**config.mk**
```make
export PLATFORM = sky130hd
export DESIGN_NAME = dpzo_seq
export DESIGN_NICKNAME = d
export VERILOG_FILES = /design/src/verilog/dpzo_pkg.sv /design/src/verilog/dpzo_seq.sv /design/src/verilog/dpzo_timer.sv
export SDC_FILE = /design/constraint.sdc
export NUM_CORES = 1
export LEC_CHECK = 0
export ABC_AREA = 1
export BUFFER_PORTS_ARGS = -buffer_cell sky130_fd_sc_hd__buf_2
export CAP_MARGIN = 20
export CORE_AREA = 3 3 81 140
export DETAILED_ROUTE_END_ITERATION = 16
export DIE_AREA = 0 0 84 143
export PLACE_DENSITY_LB_ADDON = 0.3
export SETUP_SLACK_MARGIN = 0.05
export SLEW_MARGIN = 40
export SYNTH_ARGS = -nofsm -noshare
export SYNTH_HDL_FRONTEND = slang
export SYNTH_HIERARCHICAL = 1
export SYNTH_SLANG_ARGS = --single-unit
```
**constraint.sdc**
```tcl
create_clock -name i_clk_sys -period 1.69 [get_ports i_clk_sys]
set_clock_uncertainty 0.05 [all_clocks]
set_input_delay 0.2535 -clock i_clk_sys [delete_from_list [all_inputs] [get_ports i_clk_sys]]
set_output_delay 0.2535 -clock i_clk_sys [all_outputs]
set_load 0.01 [all_outputs]
```
**src/verilog/dpzo_pkg.sv**
```systemverilog
// shared constants and types for the power-down, calibration and termination sequencer
// Behaviour
// - CKE low with NOP or deselect enters the low-power state.
// - CKE high with NOP or deselect exits; commands valid after tXP or tXPDLL.
// - Long calibration for initialization, repeatable; each one starts the engine.
// - On completion calibrated drive and termination codes move to the I/O.
// - First long calibration after reset gets tZQinit, later ones tZQoper.
// - Short calibration finishes within tZQCS, 64 clocks, correcting at least 0.5 %; the busy window here lasts 65 clocks.
// - Calibration current path is switched off once calibration is achieved.
// - No self-initiated recalibration on self-refresh exit; only on command.
// - Termination off and ODT input ignored during self-refresh.
// - Termination only if mode register termination bits nonzero; value follows them.
// - ODT low means off, high means on; no command decode used.
package dpzo_pkg;
  localparam int        TMR_W        = 12;
  localparam int        CODE_W       = 4;
  localparam logic [11:0] ZQINIT_NCK = 12'h200;
  localparam logic [11:0] ZQOPER_NCK = 12'h100;
  localparam logic [11:0] ZQCS_NCK   = 12'h040;
  localparam logic [11:0] XP_NCK     = 12'h003;
  localparam logic [11:0] XPDLL_NCK  = 12'h00A;
  localparam logic [3:0]  CODE_RST   = 4'h8;

  typedef enum logic [2:0] {
    CMD_NOP   = 3'h0,
    CMD_DES   = 3'h1,
    CMD_ZQCL  = 3'h2,
    CMD_ZQCS  = 3'h3,
    CMD_REF   = 3'h4,
    CMD_OTHER = 3'h5
  } dpzo_cmd_t;

  typedef enum logic [2:0] {
    PD_ACTIVE = 3'b001,
    PD_LOW    = 3'b010,
    PD_EXIT   = 3'b100
  } dpzo_pd_st_t;

  typedef enum logic [1:0] {
    CAL_IDLE = 2'b01,
    CAL_RUN  = 2'b10
  } dpzo_cal_st_t;
endpackage

```
**src/verilog/dpzo_seq.sv**
```systemverilog
// power-down state, calibration engine and termination control of the memory device
`timescale 1ns/1ns
`default_nettype none
module dpzo_seq (
  input  wire logic                     i_clk_sys,
  input  wire logic                     i_rst_n,
  input  wire logic                     i_cke,
  input  wire dpzo_pkg::dpzo_cmd_t      i_cmd,
  input  wire logic                     i_slow_exit,
  input  wire logic                     i_self_refresh,
  input  wire logic                     i_odt,
  input  wire logic [2:0]               i_rtt_nom,
  input  wire logic [1:0]               i_rtt_wr,
  input  wire logic                     i_zq_cmp_drv,
  input  wire logic                     i_zq_cmp_term,
  output logic                          o_low_power_state,
  output logic                          o_cmd_ready,
  output logic                          o_cal_busy,
  output logic                          o_cal_current_en,
  output logic                          o_cal_first_done,
  output logic [dpzo_pkg::CODE_W-1:0]   o_drv_code,
  output logic [dpzo_pkg::CODE_W-1:0]   o_term_code,
  output logic                          o_term_on,
  output logic [2:0]                    o_rtt_nom,
  output logic [1:0]                    o_rtt_wr
);
  import dpzo_pkg::*;

  dpzo_pd_st_t       pd_q;
  dpzo_cal_st_t      cal_q;
  logic              idle_cmd;
  logic              zq_take;
  logic              pd_enter;
  logic              pd_leave;
  logic              exit_exp;
  logic              cal_exp;
  logic [TMR_W-1:0]  exit_len;
  logic [TMR_W-1:0]  cal_len;
  logic [CODE_W-1:0] work_drv_q;
  logic [CODE_W-1:0] work_term_q;
  logic              phase_q;
  logic              short_q;

  assign idle_cmd = (i_cmd == CMD_NOP) || (i_cmd == CMD_DES);
  // entry only from the active state with the calibration engine idle
  assign pd_enter = (pd_q == PD_ACTIVE) && !i_cke && idle_cmd && (cal_q == CAL_IDLE);
  assign pd_leave = (pd_q == PD_LOW) && i_cke && idle_cmd;
  // calibration starts only on an explicit command, never on self-refresh exit
  assign zq_take  = (pd_q == PD_ACTIVE) && i_cke && (cal_q == CAL_IDLE) && o_cmd_ready
                    && ((i_cmd == CMD_ZQCL) || (i_cmd == CMD_ZQCS));
  assign exit_len = i_slow_exit ? XPDLL_NCK : XP_NCK;
  assign cal_len  = (i_cmd == CMD_ZQCS) ? ZQCS_NCK :
                    (o_cal_first_done ? ZQOPER_NCK : ZQINIT_NCK);

  dpzo_timer u_exit_tmr (
    .i_clk_sys (i_clk_sys),
    .i_rst_n   (i_rst_n),
    .i_load    (pd_leave),
    .i_value   (exit_len),
    .o_expire  (exit_exp)
  );

  dpzo_timer u_cal_tmr (
    .i_clk_sys (i_clk_sys),
    .i_rst_n   (i_rst_n),
    .i_load    (zq_take),
    .i_value   (cal_len),
    .o_expire  (cal_exp)
  );

  // power-down sequencing
  always_ff @(posedge i_clk_sys or negedge i_rst_n) begin
    if (!i_rst_n) begin
      pd_q              <= PD_ACTIVE;
      o_low_power_state <= 1'b0;
      o_cmd_ready       <= 1'b1;
    end else begin
      case (pd_q)
        PD_ACTIVE: begin
          if (pd_enter) begin
            pd_q              <= PD_LOW;
            o_low_power_state <= 1'b1;
            o_cmd_ready       <= 1'b0;
          end
        end
        PD_LOW: begin
          if (pd_leave) begin
            pd_q              <= PD_EXIT;
            o_low_power_state <= 1'b0;
          end
        end
        PD_EXIT: begin
          if (exit_exp) begin
            pd_q        <= PD_ACTIVE;
            o_cmd_ready <= 1'b1;
          end
        end
        default: begin
          pd_q              <= PD_ACTIVE;
          o_low_power_state <= 1'b0;
          o_cmd_ready       <= 1'b1;
        end
      endcase
    end
  end

  // calibration window control
  always_ff @(posedge i_clk_sys or negedge i_rst_n) begin
    if (!i_rst_n) begin
      cal_q            <= CAL_IDLE;
      o_cal_busy       <= 1'b0;
      o_cal_current_en <= 1'b0;
      o_cal_first_done <= 1'b0;
      short_q          <= 1'b0;
    end else begin
      case (cal_q)
        CAL_IDLE: begin
          if (zq_take) begin
            cal_q            <= CAL_RUN;
            o_cal_busy       <= 1'b1;
            o_cal_current_en <= 1'b1;
            short_q          <= (i_cmd == CMD_ZQCS);
          end
        end
        CAL_RUN: begin
          if (cal_exp) begin
            cal_q            <= CAL_IDLE;
            o_cal_busy       <= 1'b0;
            o_cal_current_en <= 1'b0;
            if (!short_q) begin
              o_cal_first_done <= 1'b1;
            end
          end
        end
        default: begin
          cal_q            <= CAL_IDLE;
          o_cal_busy       <= 1'b0;
          o_cal_current_en <= 1'b0;
        end
      endcase
    end
  end

  // engine: steps drive code on even cycles, termination code on odd ones
  always_ff @(posedge i_clk_sys or negedge i_rst_n) begin
    if (!i_rst_n) begin
      work_drv_q  <= CODE_RST;
      work_term_q <= CODE_RST;
      phase_q     <= 1'b0;
    end else if ((cal_q == CAL_RUN) && !cal_exp) begin
      phase_q <= !phase_q;
      if (!phase_q) begin
        if (i_zq_cmp_drv && (work_drv_q != {CODE_W{1'b1}})) begin
          work_drv_q <= work_drv_q + 1'b1;
        end else if (!i_zq_cmp_drv && (work_drv_q != '0)) begin
          work_drv_q <= work_drv_q - 1'b1;
        end
      end else begin
        if (i_zq_cmp_term && (work_term_q != {CODE_W{1'b1}})) begin
          work_term_q <= work_term_q + 1'b1;
        end else if (!i_zq_cmp_term && (work_term_q != '0)) begin
          work_term_q <= work_term_q - 1'b1;
        end
      end
    end else begin
      phase_q <= 1'b0;
    end
  end

  // transfer of calibrated codes to the I/O at completion only
  always_ff @(posedge i_clk_sys or negedge i_rst_n) begin
    if (!i_rst_n) begin
      o_drv_code  <= CODE_RST;
      o_term_code <= CODE_RST;
    end else if ((cal_q == CAL_RUN) && cal_exp) begin
      o_drv_code  <= work_drv_q;
      o_term_code <= work_term_q;
    end
  end

  // termination follows the pin, gated by mode bits and self-refresh
  always_ff @(posedge i_clk_sys or negedge i_rst_n) begin
    if (!i_rst_n) begin
      o_term_on <= 1'b0;
      o_rtt_nom <= 3'h0;
      o_rtt_wr  <= 2'h0;
    end else begin
      o_term_on <= i_odt && !i_self_refresh && ((|i_rtt_nom) || (|i_rtt_wr));
      o_rtt_nom <= i_rtt_nom;
      o_rtt_wr  <= i_rtt_wr;
    end
  end

  AST_PD_ENTRY: assert property (@(posedge i_clk_sys) disable iff (!i_rst_n)
    pd_enter |=> o_low_power_state && !o_cmd_ready)
    else $error("low-power state not entered on CKE low with idle command");

  AST_PD_EXIT_LAT: assert property (@(posedge i_clk_sys) disable iff (!i_rst_n)
    (pd_leave && !i_slow_exit) |=> !o_low_power_state ##1 !o_cmd_ready[*3] ##1 o_cmd_ready)
    else $error("fast exit latency not honoured");

  AST_PD_SLOW_EXIT: assert property (@(posedge i_clk_sys) disable iff (!i_rst_n)
    (pd_leave && i_slow_exit) |=> !o_cmd_ready[*8] ##[4:4] o_cmd_ready)
    else $error("slow exit latency not honoured");

  AST_ZQ_START: assert property (@(posedge i_clk_sys) disable iff (!i_rst_n)
    zq_take |=> o_cal_busy && o_cal_current_en)
    else $error("calibration command did not start the engine");

  AST_ZQCS_WINDOW: assert property (@(posedge i_clk_sys) disable iff (!i_rst_n)
    (zq_take && (i_cmd == CMD_ZQCS)) |=> o_cal_busy[*8] ##[58:58] $fell(o_cal_busy))
    else $error("short calibration window is not 65 cycles");

  AST_ZQINIT_LONG: assert property (@(posedge i_clk_sys) disable iff (!i_rst_n)
    (zq_take && (i_cmd == CMD_ZQCL) && !o_cal_first_done) |=> ##[300:300] o_cal_busy)
    else $error("first long calibration window too short");

  AST_CURRENT_OFF: assert property (@(posedge i_clk_sys) disable iff (!i_rst_n)
    $fell(o_cal_busy) |-> !o_cal_current_en && $past(o_cal_current_en))
    else $error("calibration current path left on after completion");

  AST_TRANSFER: assert property (@(posedge i_clk_sys) disable iff (!i_rst_n)
    $fell(o_cal_busy) |-> (o_drv_code == $past(work_drv_q)) && (o_term_code == $past(work_term_q)))
    else $error("calibrated codes not transferred at completion");

  AST_CODES_HOLD: assert property (@(posedge i_clk_sys) disable iff (!i_rst_n)
    (!o_cal_busy && !$past(o_cal_busy)) |-> $stable(o_drv_code) && $stable(o_term_code))
    else $error("I/O codes changed without a calibration");

  AST_SR_TERM_OFF: assert property (@(posedge i_clk_sys) disable iff (!i_rst_n)
    i_self_refresh |=> !o_term_on)
    else $error("termination on during self-refresh");

  AST_MR_DISABLE: assert property (@(posedge i_clk_sys) disable iff (!i_rst_n)
    ((i_rtt_nom == 3'h0) && (i_rtt_wr == 2'h0)) |=> !o_term_on)
    else $error("termination on with all mode bits zero");

  AST_ODT_FOLLOW: assert property (@(posedge i_clk_sys) disable iff (!i_rst_n)
    (!i_self_refresh && ((|i_rtt_nom) || (|i_rtt_wr))) |=> (o_term_on == $past(i_odt)))
    else $error("termination does not follow the ODT pin");
endmodule
`default_nettype wire

```
**src/verilog/dpzo_timer.sv**
```systemverilog
// loadable down-counter with a one-cycle expiry pulse
`timescale 1ns/1ns
`default_nettype none
module dpzo_timer
  import dpzo_pkg::*;
(
  input  wire logic              i_clk_sys,
  input  wire logic              i_rst_n,
  input  wire logic              i_load,
  input  wire logic [TMR_W-1:0]  i_value,
  output logic                   o_expire
);
  logic [TMR_W-1:0] count_q;

  always_ff @(posedge i_clk_sys or negedge i_rst_n) begin
    if (!i_rst_n) begin
      count_q <= '0;
    end else if (i_load) begin
      count_q <= i_value;
    end else if (count_q != '0) begin
      count_q <= count_q - 1'b1;
    end
  end

  always_ff @(posedge i_clk_sys or negedge i_rst_n) begin
    if (!i_rst_n) begin
      o_expire <= 1'b0;
    end else begin
      o_expire <= !i_load && (count_q == {{(TMR_W-1){1'b0}}, 1'b1});
    end
  end
endmodule
`default_nettype wire

```
==> impl_metrics.tcl <==
set metrics [dict create \
    synth_edf_count 0 \
    p_leak_nw 2.38 \
    pwr-share-seq_pct 40.5 \
    sw_frac_of_total_pct 27.1 \
    initial_utilization_pct 32.5 \
    coreArea_sq_um 10400 \
    yosysTopAreaCell "dfrtp_1" \
    p_int_mw 2.87 \
    path_max_fanout 4 \
    timing_hold_violations_final 0 \
    yosysMostFrequentCell "nand2_1" \
    r2r_end "work_drv_q[1]" \
    dieArea_sq_um 12000 \
    grt_max_degree 59 \
    dr.pass1.iters 4 \
    synth_seq_cells 58 \
    portBuffers 34 \
    fp.dieW_um 84 \
    cts_buffers 9 \
    grt_pass1_vias 3112 \
    gp_congestion 0.853 \
    synth_area_leaders "dfrtp_1 (38%), nand2_1 (11%), inv_1 (7.2%)" \
    drt-vias-per-instance 4.55 \
    fin_crit_sh_pct 99.5 \
    dpl.hpwl_mm 5.46 \
    cp-startpoint "work_drv_q[3]" \
    num_antenna_cells 0 \
    fillers 1001 \
    syn_inst 433 \
    crit_required_ns 1.85 \
    wl_per_cell_um 11.1 \
    clk_path_buf_depth 2 \
    grt_remaining_overflow 0 \
    chipHeight_um 143 \
    p_switching_mw 1.07 \
    grt_setup_unrepaired "yes" \
    syn2layout_area_growth_pct 39.1 \
    syn_area_sq_um 3370 \
    place_area_sq_um 3970 \
    synth_cell_types 32 \
    crit_end "work_drv_q[1]" \
    async_flop_share_pct 100 \
    layout-drive-gt1-share_pct 35.3 \
    grt_usage_pct 13.5 \
    hold_class "primary input to flip-flop" \
    dp.cells 632 \
    synthFlopType "dfrtp_1" \
    critPathCaptureType "flip-flop" \
    whs_ns 0.109 \
    r2r_cells 6 \
    yosys_warnings 6 \
    combPwrFrac_pct 16.7 \
    drv_slew 0 \
    vias 3038 \
    num_rows 49 \
    routed_wl_mm 7.42 \
    fmax_mhz 595 \
    grt_pass1_wl_mm 13.1 \
    power_mw 3.94 \
    setup_viol 0 \
    htreeDepth 3 \
    yosysSeqAreaShare_pct 43.3 \
    cap_viol_max_count 0 \
    fin_util_pct 45.3 \
    clock_power_share_pct 42.8 \
    ant_nets 0 \
    vdd.ir_drop.worst_mv 0.608 \
    rrSetupSlack_ns 0.009 \
    path_class "flip-flop to flip-flop" \
    grt_antenna_before_repair 0 \
    cp-start-kind "flip-flop" \
    synthTopCellsByCount "nand2_1 (95), inv_1 (65), nor2_1 (54), dfrtp_1 (51), nand3_1 (30)" \
    drt_iter0_markers 95 \
    cts_tree "built" \
    clock_latency_ns 0.32 \
    rr_startpoint "work_drv_q[3]" \
    p_per_area_nw_per_um2 839 \
    cp.arrival_ns 1.84 \
    final_cell_area_sq_um 4690 \
    post-route-min-period_ns 1.68 \
    numClockSinks 58 \
    layout.nets 564 \
    status "finished clean" \
    syn_area_per_cell_sq_um 7.78 \
    ioPinCount 35 \
    synth_top_area_share_pct 37.9 \
    layoutNonFillerInstCount 668 \
    clock-root-buffer "clkbuf_16" \
    path_clk_slew_ns 0.05 \
    remaining_drc_errors 0 \
]
kinds of logic (layout without fill, tap and decap cells):
family	Yosys count	in the layout	synth area share, %
AO/OA/AOI/OAI	62	62	11.5
XOR/XNOR	8	8	2.08
adder cells (fa/ha/maj)	12	12	4.90
buffers and inverters	75	166	9.06
flip-flops	58	58	43.3
multiplexers	2	2	0.668
other	2	19	0.223
AND/OR/NAND/NOR	214	214	28.2
registers in the layout, summed over array words and instances (netlist names), 2 cells and up:
| register | cells |
|---|---|
| u_cal_tmr/count_q | 12 |
| u_exit_tmr/count_q | 12 |
| o_drv_code | 4 |
| o_term_code | 4 |
| work_drv_q | 4 |
| work_term_q | 4 |
| o_rtt_nom | 3 |
| pd_q | 3 |
| o_rtt_wr | 2 |
cell usage in the layout (no fill, tap or decap), drive strengths merged:
cell	count
nor3	5
nor2	70
mux2	2
ha	10
clkbuf	14
clkinv	2
buf	77
nor3b	2
o21ai	44
dfstp	7
fa	2
dfrtp	51
nand3	31
nand2	100
xnor2	1
or2	1
xor2	7
nand4	3
nand3b	2
conb	19
a21oi	18
dlygate4sd3	6
inv	67
metal layers:
layer  track usage (%)  vias up  share of wire [%]
met3              3.58       16                4.6
met1              13.3     1426                 37
met4              7.12        0                2.7
met5                 0        -                  0
met2              25.6       50                 56
li1                  -     1546                  -
power groups by stage:
| stage | combinational [mW] | sequential, mW | clock [mW] |
|---|---|---|---|
| finish | 0.657 | 1.59 | 1.69 |
| global route | 0.765 | 1.61 | 1.79 |
| CTS | 0.598 | 1.59 | 1.74 |
| detailed placement | 0.571 | 1.61 | 0 |
| global placement | 0.558 | 1.61 | 0 |
| floorplan | 0.416 | 1.59 | 0 |
worst min-delay path by stage:
| stage | start | end | cells past startpoint |
|---|---|---|---|
| finish | i_odt | o_term_on | 3 |
| global route | i_self_refresh | o_term_on | 3 |
| CTS | i_odt | o_term_on | 3 |
| detailed placement | i_rst_n | u_exit_tmr/count_q[7] | 2 |
| global placement | i_rst_n | u_cal_tmr/count_q[5] | 2 |
| floorplan | i_rst_n | o_cal_current_en | 0 |
through the flow:
stage	worst slack [ns]	setup TNS [ns]
detailed placement	-0.0241	-0.0264
finish	0.00922	0
floorplan	0.0190	0
global placement	0.0136	0
CTS	0.0221	0
global route	-0.0993	-1.02
timing repair:
action | 4_1_cts | 5_1_grt
resized for setup | 16 | 59
pin swaps | 11 | 22
endpoints found under the hold margin | 56 | 0
buffers inserted | 5 | 10
hold buffers | 6 | 0
setup endpoints to repair | 11 | 29
worst max-delay path, stage by stage, from the launching register on:
cell     delay (ns)
dfstp_2        0.53
nand2_2        0.07
o21ai_4        0.21
buf_4          0.15
fa_1           0.40
nor2_1         0.11
a21oi_1        0.04
cell type report:
class                           count  area (sq um)  share of cell area (%)
Multi-Input combinational cell    317          1900                    40.5
Sequential cell                    58          1460                    31.2
Timing Repair Buffer               83           623                    13.3
Clock buffer                       14           274                    5.84
Inverter                           67           262                    5.58
Tap cell                          127           159                    3.39
Clock inverter                      2          10.0                   0.213
Power figures use the tool's default switching activity.
